$ cat src/include/amcc_pkg.sv
/*
  Constants for the four-channel converter conversion control.
  Assumes a single system clock; MOD_DIVIDE counts its cycles, OVERSAMPLE modulator ticks, SETTLE_CYCLES results.
*/
// Summary of operation
// - Conversion timing derived from the system clock
// - Filter result loads the output data register
// - New result drives ready pin low
// - 8MHz clock gives 20.8kHz results
// - Select pins choose the active channel
// - Select change sensed on falling clock edge
// - Select change restarts conversion from start
// - First ready after change is new channel
// - Five conversion cycles settle before ready
// - Multiplexed rate near 3.5kHz from settling
// - Modulator clock is system clock over six
// - One result per 64 modulator cycles
package amcc_pkg;
  localparam int          MOD_DIVIDE     = 6;
  localparam int          OVERSAMPLE     = 64;
  localparam int          SETTLE_CYCLES  = 5;
  localparam int          RESULT_WIDTH   = 24;
  localparam int          FIFO_DEPTH     = 8;
  localparam logic [1:0]  CHANNEL_RESET  = 2'h0;
  localparam logic        READY_IDLE     = 1'b1;

  typedef enum logic [2:0] {
    AMCC_RESTART = 3'b001,
    AMCC_SETTLE  = 3'b010,
    AMCC_RUN     = 3'b100
  } amcc_state_type;
endpackage

$ cat src/logic/amcc_control.sv
/*
  Channel mux and conversion sequencing of a delta-sigma converter.
  Assumes the filter datapath supplies a sample each modulator tick
  and the serial shifter reports the start of each readout.
*/
`timescale 1ns/1ps
module amcc_control
  import amcc_pkg::*;
#(
  parameter int DIVIDE = MOD_DIVIDE,
  parameter int OSR    = OVERSAMPLE,
  parameter int SETTLE = SETTLE_CYCLES,
  parameter int WIDTH  = RESULT_WIDTH,
  parameter int DEPTH  = FIFO_DEPTH
) (
  // Clock and reset
  input  wire logic             clk,
  input  wire logic             rst,
  // Channel select pins
  input  wire logic             channel_select_high,
  input  wire logic             channel_select_low,
  // Filter datapath
  input  wire logic [WIDTH-1:0] filter_result,
  output logic                  modulator_tick,
  output logic                  conversion_restart,
  output logic [1:0]            active_channel,
  // Serial readout
  input  wire logic             shift_start,
  output logic [WIDTH-1:0]      output_data,
  output logic [1:0]            output_channel,
  output logic                  data_out_ready_pin,
  output logic                  result_ready_flag
);
  localparam int DW = $clog2(DIVIDE);
  localparam int OW = $clog2(OSR);
  localparam int SW = $clog2(SETTLE + 1);

  amcc_state_type   state;
  amcc_state_type   next_state;
  logic [DW-1:0]    div_count;
  logic [DW-1:0]    next_div_count;
  logic [OW-1:0]    osr_count;
  logic [OW-1:0]    next_osr_count;
  logic [SW-1:0]    settle_count;
  logic [SW-1:0]    next_settle_count;
  logic [1:0]       select_fall;
  logic [1:0]       select_seen;
  logic [1:0]       next_select_seen;
  logic             next_modulator_tick;
  logic             next_restart;
  logic             result_done;
  logic             fifo_in_ready;
  logic             fifo_out_valid;
  logic [WIDTH+1:0] fifo_out_data;
  logic             fifo_pop;
  logic [WIDTH-1:0] next_output_data;
  logic [1:0]       next_output_channel;
  logic             next_ready_flag;
  logic             busy;
  logic             next_busy;

  // Select pins sampled on the falling edge
  always_ff @(negedge clk) begin
    if (rst) begin
      select_fall <= CHANNEL_RESET;
    end else begin
      select_fall <= {channel_select_high, channel_select_low};
    end
  end

  // Channel change detect and restart
  always_comb begin
    next_select_seen = select_fall;
    next_restart     = (select_fall != select_seen);
  end

  always_ff @(posedge clk) begin
    if (rst) begin
      select_seen        <= CHANNEL_RESET;
      conversion_restart <= 1'b1;
      active_channel     <= CHANNEL_RESET;
    end else begin
      select_seen        <= next_select_seen;
      conversion_restart <= next_restart;
      active_channel     <= select_seen;
    end
  end

  // Modulator divider and decimation counter
  assign result_done = modulator_tick && (osr_count == OW'(OSR - 1));

  always_comb begin
    next_div_count      = div_count;
    next_osr_count      = osr_count;
    next_modulator_tick = 1'b0;
    if (conversion_restart) begin
      next_div_count = '0;
      next_osr_count = '0;
    end else begin
      if (div_count == DW'(DIVIDE - 1)) begin
        next_div_count      = '0;
        next_modulator_tick = 1'b1;
      end else begin
        next_div_count = div_count + 1'b1;
      end
      if (modulator_tick) begin
        next_osr_count = (osr_count == OW'(OSR - 1)) ? '0
                                                     : osr_count + 1'b1;
      end
    end
  end

  always_ff @(posedge clk) begin
    if (rst) begin
      div_count      <= '0;
      osr_count      <= '0;
      modulator_tick <= 1'b0;
    end else begin
      div_count      <= next_div_count;
      osr_count      <= next_osr_count;
      modulator_tick <= next_modulator_tick;
    end
  end

  // Settling sequence
  always_comb begin
    next_state        = state;
    next_settle_count = settle_count;
    unique case (state)
      AMCC_RESTART: begin
        next_settle_count = '0;
        next_state        = AMCC_SETTLE;
      end
      AMCC_SETTLE: begin
        if (result_done) begin
          next_settle_count = settle_count + 1'b1;
          if (settle_count == SW'(SETTLE - 1)) begin
            next_state = AMCC_RUN;
          end
        end
      end
      AMCC_RUN: begin
        next_state = AMCC_RUN;
      end
    endcase
    if (conversion_restart) begin
      next_state = AMCC_RESTART;
    end
  end

  always_ff @(posedge clk) begin
    if (rst) begin
      state        <= AMCC_RESTART;
      settle_count <= '0;
    end else begin
      state        <= next_state;
      settle_count <= next_settle_count;
    end
  end

  // Result queue, flushed on restart so stale channels never surface
  amcc_fifo #(
    .WIDTH (WIDTH + 2),
    .DEPTH (DEPTH)
  ) u_fifo (
    .clk       (clk),
    .rst       (rst),
    .flush     (conversion_restart),
    .in_valid  (result_done && (state == AMCC_RUN) && !conversion_restart),
    .in_ready  (fifo_in_ready),
    .in_data   ({active_channel, filter_result}),
    .out_valid (fifo_out_valid),
    .out_ready (fifo_pop),
    .out_data  (fifo_out_data)
  );

  // Output register and ready pin
  assign fifo_pop = fifo_out_valid && !busy && !conversion_restart;

  always_comb begin
    next_output_data    = output_data;
    next_output_channel = output_channel;
    next_ready_flag     = result_ready_flag;
    next_busy           = busy;
    if (shift_start) begin
      next_ready_flag = 1'b0;
      next_busy       = 1'b0;
    end
    if (fifo_pop) begin
      next_output_data    = fifo_out_data[WIDTH-1:0];
      next_output_channel = fifo_out_data[WIDTH+1:WIDTH];
      next_ready_flag     = 1'b1;
      next_busy           = 1'b1;
    end
    if (conversion_restart) begin
      next_ready_flag = 1'b0;
      next_busy       = 1'b0;
    end
  end

  always_ff @(posedge clk) begin
    if (rst) begin
      output_data        <= '0;
      output_channel     <= CHANNEL_RESET;
      result_ready_flag  <= 1'b0;
      data_out_ready_pin <= READY_IDLE;
      busy               <= 1'b0;
    end else begin
      output_data        <= next_output_data;
      output_channel     <= next_output_channel;
      result_ready_flag  <= next_ready_flag;
      data_out_ready_pin <= !next_ready_flag;
      busy               <= next_busy;
    end
  end
endmodule

$ cat src/logic/amcc_fifo.sv
/*
  Small flip-flop FIFO with valid/ready on both sides.
  Assumes one clock and a synchronous active-high reset.
*/
`timescale 1ns/1ps
module amcc_fifo #(
  parameter int WIDTH = 26,
  parameter int DEPTH = 8
) (
  // Clock and reset
  input  wire logic             clk,
  input  wire logic             rst,
  input  wire logic             flush,
  // Fill side
  input  wire logic             in_valid,
  output logic                  in_ready,
  input  wire logic [WIDTH-1:0] in_data,
  // Drain side
  output logic                  out_valid,
  input  wire logic             out_ready,
  output logic [WIDTH-1:0]      out_data
);
  localparam int AW = $clog2(DEPTH);
  logic [WIDTH-1:0] store [DEPTH];
  logic [WIDTH-1:0] next_store [DEPTH];
  logic [AW-1:0]    rd_ptr;
  logic [AW-1:0]    next_rd_ptr;
  logic [AW-1:0]    wr_ptr;
  logic [AW-1:0]    next_wr_ptr;
  logic [AW:0]      count;
  logic [AW:0]      next_count;
  logic             push;
  logic             pop;

  assign in_ready  = (count != (AW+1)'(DEPTH));
  assign out_valid = (count != '0);
  assign out_data  = store[rd_ptr];
  assign push      = in_valid && in_ready;
  assign pop       = out_valid && out_ready;

  always_comb begin
    next_store  = store;
    next_rd_ptr = rd_ptr;
    next_wr_ptr = wr_ptr;
    next_count  = count;
    if (push) begin
      next_store[wr_ptr] = in_data;
      next_wr_ptr = (wr_ptr == AW'(DEPTH - 1)) ? '0 : wr_ptr + 1'b1;
    end
    if (pop) begin
      next_rd_ptr = (rd_ptr == AW'(DEPTH - 1)) ? '0 : rd_ptr + 1'b1;
    end
    if (push && !pop) begin
      next_count = count + 1'b1;
    end else if (pop && !push) begin
      next_count = count - 1'b1;
    end
    if (flush) begin
      next_rd_ptr = '0;
      next_wr_ptr = '0;
      next_count  = '0;
    end
  end

  always_ff @(posedge clk) begin
    if (rst) begin
      rd_ptr <= '0;
      wr_ptr <= '0;
      count  <= '0;
      for (int i = 0; i < DEPTH; i++) begin
        store[i] <= '0;
      end
    end else begin
      rd_ptr <= next_rd_ptr;
      wr_ptr <= next_wr_ptr;
      count  <= next_count;
      store  <= next_store;
    end
  end
endmodule

$ cat config.mk
export PLATFORM = sky130hd
export DESIGN_NAME = amcc_control
export DESIGN_NICKNAME = d
export VERILOG_FILES = /design/src/include/amcc_pkg.sv /design/src/logic/amcc_control.sv /design/src/logic/amcc_fifo.sv
export SDC_FILE = /design/constraint.sdc
export NUM_CORES = 1
export LEC_CHECK = 0
export ABC_AREA = 1
export BUFFER_PORTS_ARGS = -buffer_cell sky130_fd_sc_hd__buf_2
export CORE_ASPECT_RATIO = 0.6
export CORE_MARGIN = 3
export CORE_UTILIZATION = 40
export CTS_BUF_LIST = sky130_fd_sc_hd__clkbuf_4 sky130_fd_sc_hd__clkbuf_8
export DETAILED_ROUTE_END_ITERATION = 7
export GPL_TIMING_DRIVEN = 0
export SLEW_MARGIN = 20
export SYNTH_ARGS = -nofsm -noshare
export SYNTH_HDL_FRONTEND = slang
export SYNTH_SLANG_ARGS = --single-unit
$ cat constraint.sdc
create_clock -name clk -period 5 [get_ports clk]
set_input_delay 0 -clock clk [delete_from_list [all_inputs] [get_ports clk]]
set_output_delay 0 -clock clk [all_outputs]
set_load 0.05 [all_outputs]
==> impl_results.md, run 1 <==
* Max FO, Critical Path at 10
* Hold Path Class: primary input to flip-flop
* Largest family of logic cells by synthesized area: simple AND/OR/NAND/NOR gates
* Min Clock Period, post-route at 3.43 ns
* CTS Buf Count at 44
* Total Wirelength at 53,700 µm
* Worst VDD drop at 0.000158 V
* Post-synthesis mux area share at 0%
* Max Clk Rate at 292 MHz
* Start point of the critical path: u_fifo.count[0]$_SDFFE_PP0P_
* Fill count at 3,620
* Core ar. at 34,400 µm²
* Sw frac at 25.3%
* Worst r2r src: u_fifo.count[0]$_SDFFE_PP0P_
* Pin count of the biggest net entering global routing at 12
* Top Ports at 61
* Gp weighted congestion at 0.957
* Clk slew on worst S/H paths at 0.07 ns
* Clk pwr share at 46.5%
* Met3 Wirelength at 7110 µm
* Final setup margin at 1.57 ns
* Die area at 37,900 µm²
* Mapped Cells at 2,269
* Leakage at 7.50 nW
* First-pass DRT Iterations at 7
* DRC errors left at 0
* Status: finished clean
* Pwr per Cell Area at 273 nW/µm²
* Seq cells post-synth at 270
* CP Data Required Time at 5.44 ns
* Rows at 52
* Top post-synthesis cells by area: dfxtp_1, nand2_1, inv_1
* Top FF cell, synth: dfxtp_1
* Tcrit/Tclk final at 68.5%
* Synth warn at 0
* Final non-filler cell total at 2,869
* Starting Density at 41.4%
* Clock root cell: clkbuf_8
* Flop pwr share at 49.3%
* Syn nets at 2,311
* Syn avg cell area at 6.27 µm²
* Number of synthesized flops with an enable pin at 0
* Pins Over Slew Limit at 0
* Routed vias at 14,902
* H-tree Lvls at 2
* Synthesized area at 14,200 µm²
* Antenna Nets Post-Route at 0
* RSZ-0062 raised after global routing: false
* Synth area leader: dfxtp_1
* Area share of fa/ha/maj cells after synthesis at 1.20%
* Internal at 0.00327 W
* Final net count at 2,426
* Area share of the largest cell type after synthesis at 38.0%
* Diode count at 0
* Vias in the first global route at 13,402
* Final Hold Viols at 0
* Post-Synth XOR/XNOR Area at 0.370%
* Synth Area in Compound Gates at 5.62%
* Fin Setup TNS at 0 ns
* Number of max-cap violations at 0
* Die H at 152 µm
* Worst Clk Skew at 0.0328 ns
* Startpoint Class: flip-flop
* Num Clock Sinks at 270
* Synth Area in Simple Gates at 37.6%
* Final Setup Violations at 0
* GRT overflow at 0
* Die width at 249 µm
* Clock buffer depth at 3
* Met1 wire length at 25,000 µm
* Max transition margin at 38.2%
* Synth top cells by count: nand2_1, inv_1, dfxtp_1
* Total track usage at 27.4%
* Ratio of cells with drive above 1 in the final layout at 7.88%
* Initial antenna violation count at 0
* Met2 routed WL at 20,000 µm
* Top routing layer in use: met4
* DP HPWL at 38,900 µm
* Number of distinct library cells after synthesis at 33
* Switching Power at 0.00111 W
* Worst slew pin tran at 0.928 ns
* CP Capture Type: flip-flop
* Port bufs at 60
* First-pass GRT wire length at 79,600 µm
* Sequential share of the synthesized area at 38.0%
* Area Overhead vs Synth at 12.8%
* Worst Min Path Start: filter_result[8]
* Worst EP arrival at 3.86 ns
* WS Path Type: flip-flop to flip-flop
* CTS tree: yes
* Drt via density at 5.19
* Post-Place Setup Slack at 1.64 ns
* # placed instances at 2,788
* Post-CTS setup buffers at 0
* DR iter-0 viols at 1,920
* Drt wl/cell at 18.7 µm
* Most numerous cell in the Yosys netlist: nand2_1
* Latest clock arrival within the worst-skew pair at 0.60 ns
* Logic pwr share at 4.2%
* Post-synth ARST share at 0%
[state kept, by name (all words and copies together), names as in the netlist, 3 cells and up]
name           flops
output_data       24
u_fifo.wr_ptr      3
u_fifo.store     208
u_fifo.count       4
settle_count       3
state              3
osr_count          6
u_fifo.rd_ptr      3
div_count          3
[cell usage in the layout (no fill, tap or decap), types with 2 or more instances in the layout]
cell type      count
a211oi_1           2
a21oi_1           39
and2_1             2
buf_1             18
buf_2             99
buf_6              3
clkbuf_1          92
clkbuf_4          13
clkbuf_8          51
clkinv_1           4
clkinvlp_2         3
dfxtp_1          270
dlygate4sd3_1      8
ha_1              12
inv_1            475
inv_2              3
nand2_1          632
nand3_1          114
nand3_2            7
nand4_1          208
nor2_1           241
nor2_2             4
nor3_1             2
nor3b_1            3
o211ai_1          52
o21ai_0           35
xnor2_1            2
xor2_1             4
[power by group through the flow]
stage / registers (W) / logic (W) / clock network [W]
2_1_floorplan: 0.00221 / 0.0000914 / 0.00000376
3_3_place_gp: 0.00221 / 0.000169 / 0.00000376
3_5_place_dp: 0.00221 / 0.000170 / 0.00000376
4_1_cts: 0.00216 / 0.000175 / 0.00205
5_1_grt: 0.00216 / 0.000195 / 0.00215
6_report: 0.00216 / 0.000183 / 0.00204
[stage by stage]
stage	area, µm²	util, %	hold WS [ns]	power, W
finish	16000	46.7	0.0493	0.00438
global route	16000	46.7	0.0358	0.00450
CTS	16000	46.7	0.0000297	0.00439
detailed placement	15100	43.9	0.283	0.00238
global placement	15100	43.9	0.278	0.00238
floorplan	14200	-	0.175	0.00230
[worst max-delay path: stages, from the launching register on]
cell      delay, ns
dfxtp_1        0.41
nor2_1         0.10
nand3_1        0.13
buf_2          0.32
clkbuf_1       0.54
buf_2          0.36
nor3b_1        0.24
ha_1           0.23
inv_1          0.10
ha_1           0.34
a21oi_1        0.21
nand2_1        0.07
nand2_1        0.07
nand2_1        0.05
nand2_1        0.06
a21oi_1        0.06
[area by class of cell]
cell class / instances / area [µm²] / share of cell area (%)
multi-input combinational: 1368 / 6370 / 39.7
sequential: 270 / 5410 / 33.7
inverter: 478 / 1790 / 11.2
clock buffer: 64 / 800 / 4.98
buffer: 152 / 642 / 4.00
tap: 459 / 574 / 3.58
timing repair buffer: 68 / 380 / 2.37
clock inverter: 10 / 73.8 / 0.460
[cell families (layout without fill, tap and decap cells)]
logic type,after synthesis,after routing
buffers and inverters,631,772
XOR/XNOR,6,6
AO/OA/AOI/OAI,131,131
flip-flops,270,270
adder cells (fa/ha/maj),13,13
AND/OR/NAND/NOR,1218,1218
[final timing paths]
path / to / slack (ns) / cells past startpoint
worst max-delay path: u_fifo.count[3]$_SDFFE_PP0P_ / 1.57 / 15
worst min-delay path: u_fifo.store[8]$_SDFFE_PP0P_ / 0.05 / 5
worst min register to register: active_channel[0]$_SDFF_PP0_ / 0.45 / 2
worst max register to register: u_fifo.count[3]$_SDFFE_PP0P_ / 1.57 / 15
[metal layers]
layer,GRT usage (%),vias up
li1,-,7213
met1,41.9,6752
met2,36.8,813
met3,6.95,124
met4,8.64,0
met5,0,-
[what timing repair did]
item                                   4_1_cts  5_1_grt
resized for setup                            0        0
hold buffers                                 8        0
endpoints found under the hold margin       50        0
Note: power is estimated with default switching activity, not from simulation.
==> run 2, diff against run 1 <==
==> constraint.sdc (replaced) <==
create_clock -name clk -period 3.4 [get_ports clk]
set_input_delay 0 -clock clk [delete_from_list [all_inputs] [get_ports clk]]
set_output_delay 0 -clock clk [all_outputs]
set_load 0.05 [all_outputs]
==> run 2 against run 1 <==
Compared with the run above: critical path type unchanged; die area unchanged; critical path depth decreased by 1; via count barely moved; clock skew rose by 0.0054 ns; cell area is essentially flat; clock power rose by 47%; count of clock-buffer cells in the layout stayed put; highest routed layer unchanged; sequential power rose by 47%.
==> impl_results.md, run 2 (synthesized netlist as in run 1, its figures left out) <==
* Status: finished clean
* DRC errors left at 0 (unchanged)
* Max reg flops at 208 (unchanged)
* CP Capture Type: flip-flop
* Top Ports at 61 (unchanged)
* Worst r2r src: u_fifo.count[0]$_SDFFE_PP0P_
* Max FO, Critical Path at 19 (+9)
* Gp weighted congestion at 0.957 (unchanged)
* WHS at 0.0615 ns (+0.0122 ns)
* Total power at 0.00643 W (+47%)
* Resized Gates After CTS at 0 (unchanged)
* Fin Setup TNS at 0 ns (unchanged)
* First-pass DRT Iterations at 6 (-1)
* H-tree Lvls at 2 (unchanged)
* Vias in the first global route at 13,402 (unchanged)
* First-pass GRT wire length at 79,600 µm (unchanged)
* Latest clock arrival within the worst-skew pair at 0.61 ns (about the same)
* Antenna Nets Post-Route at 0 (unchanged)
* Area Overhead vs Synth at 12.8% (about the same)
* Worst VDD drop at 0.000236 V (+50%)
* Hold Crit Depth at 5 (unchanged)
* Placed cell areas at 15,100 µm² (unchanged)
* Leakage at 7.50 nW (about the same)
* Final net count at 2,425 (-0.041%)
* CTS tree: yes
* Final non-filler cell total at 2,869 (unchanged)
* Die width at 249 µm (unchanged)
* Clk slew on worst S/H paths at 0.07 ns (about the same)
* RSZ-0062 raised after global routing: false
* Die area at 37,900 µm² (unchanged)
* Rows at 52 (unchanged)
* Most common cell after layout, fill and taps aside: nand2_1
* Most frequent cells in the layout: nand2_1, inv_1, dfxtp_1
* R2R depth at 14 (-1)
* Top flop regs: u_fifo.store (208), output_data (24), osr_count (6)
* Final Hold Viols at 0 (unchanged)
* WS Path Type: flip-flop to flip-flop
* Top reg by flops: u_fifo.store
* Drt wl/cell at 18.7 µm (-0.26%)
* R2R Setup Slk at 0.40 ns (-1.18 ns)
* Pins Over Slew Limit at 0 (unchanged)
* CTS Buf Count at 44 (unchanged)
* GRT overflow at 0 (unchanged)
* Clock root cell: clkbuf_8
* # placed instances at 2,788 (unchanged)
* Clock buffer depth at 3 (unchanged)
* Worst slew pin tran at 0.968 ns (+0.0406 ns)
* Port bufs at 60 (unchanged)
* Fill count at 3,619 (-0.028%)
* Max Clk Rate at 333 MHz (+14%)
* R2r endpoint: u_fifo.count[3]$_SDFFE_PP0P_
* Worst Min Path Start: filter_result[22]
* Ratio of cells with drive above 1 in the final layout at 7.89% (about the same)
* Pwr per Cell Area at 401 nW/µm² (+47%)
* Finished Cell Area at 16,000 µm² (about the same)
* DP HPWL at 38,900 µm (unchanged)
* Max transition margin at 35.5% (-2.7 points)
* Total track usage at 27.4% (unchanged)
* Routed vias at 14,909 (+0.047%)
* Initial antenna violation count at 0 (unchanged)
* Core ar. at 34,400 µm² (unchanged)
* CP Data Required Time at 3.84 ns (-1.60 ns)
* Num Clock Sinks at 270 (unchanged)
* Final Setup Violations at 0 (unchanged)
* Hold Path End: u_fifo.store[126]$_SDFFE_PP0P_
* Startpoint Class: flip-flop
* DR iter-0 viols at 1,780 (-7.3%)
* Pin count of the biggest net entering global routing at 12 (unchanged)
* Min Clock Period, post-route at 3.00 ns (-0.423 ns)
* Starting Density at 41.4% (unchanged)
* Worst Clk Skew at 0.0382 ns (+0.00539 ns)
* Hold Path Class: primary input to flip-flop
* Worst EP arrival at 3.44 ns (-0.42 ns)
* Drt via density at 5.20 (about the same)
* Number of max-cap violations at 0 (unchanged)
* Tcrit/Tclk final at 88.3% (+20 points)
* Die H at 152 µm (unchanged)
* Total Wirelength at 53,600 µm (-0.26%)
==> run 2: cell count changes in the layout (fill, tap and decap cells not counted) <==
cell / delta
clkbuf_1: -1
diode_2: +1
==> run 2: what timing repair did <==
action                     CTS  global route
hold buffers                 8             0
setup buffers                0             0
setup endpoints to repair    0             2
hold endpoints to repair    50             0
==> run 2: how the worst max path moves through the flow <==
| stage | slack (ns) | cells after the start | end | startpoint |
|---|---|---|---|---|
| CTS | 0.02 | 15 | u_fifo.count[3]$_SDFFE_PP0P_ | u_fifo.count[0]$_SDFFE_PP0P_ |
| finish | 0.40 | 14 | u_fifo.count[3]$_SDFFE_PP0P_ | u_fifo.count[0]$_SDFFE_PP0P_ |
| detailed placement | 0.04 | 15 | u_fifo.count[3]$_SDFFE_PP0P_ | u_fifo.count[0]$_SDFFE_PP0P_ |
| global route | 0.14 | 14 | u_fifo.count[3]$_SDFFE_PP0P_ | u_fifo.count[0]$_SDFFE_PP0P_ |
| floorplan | 0.81 | 15 | u_fifo.count[3]$_SDFFE_PP0P_ | u_fifo.count[0]$_SDFFE_PP0P_ |
| global placement | 0.15 | 15 | u_fifo.count[3]$_SDFFE_PP0P_ | u_fifo.count[0]$_SDFFE_PP0P_ |
==> run 2: final cells by class <==
cell class | count | area (µm²) | area share [%]
buffer | 151 | 638 | 3.98
clock buffer | 64 | 800 | 4.98
clock inverter | 10 | 73.8 | 0.460
sequential | 270 | 5410 | 33.7
inverter | 478 | 1790 | 11.2
antenna | 1 | 2.50 | 0.0156
timing repair buffer | 68 | 380 | 2.37
tap | 459 | 574 | 3.58
multi-input combinational | 1368 | 6370 | 39.7
==> run 2: where the power goes <==
part           leakage, nW  internal [W]  switching [W]
clock network        0.463       0.00157        0.00142
registers             2.18       0.00317     0.00000414
logic                 4.86     0.0000643       0.000205
==> run 2: worst max-delay path, stage by stage (launching register included) <==
cell,delay (ns)
dfxtp_1,0.41
nor2_1,0.10
nand3_1,0.13
buf_2,0.45
buf_2,0.34
nor3b_1,0.24
ha_1,0.23
inv_1,0.10
ha_1,0.34
a21oi_1,0.21
nand2_1,0.07
nand2_1,0.07
nand2_1,0.05
nand2_1,0.06
a21oi_1,0.06
==> run 2: stage by stage <==
step,util [%],worst slack [ns]
global route,46.7,0.145
detailed placement,43.9,0.0406
floorplan,-,0.814
global placement,43.9,0.154
finish,46.7,0.397
CTS,46.7,0.0209
==> run 2: layer usage <==
layer | track usage (%) | vias up | wire, µm | share of wire [%]
li1 | - | 7221 | - | -
met1 | 41.9 | 6793 | 25200 | 47
met2 | 36.8 | 780 | 20100 | 38
met3 | 6.95 | 115 | 6670 | 12
met4 | 8.64 | 0 | 1610 | 3.0
met5 | 0 | - | 0 | 0
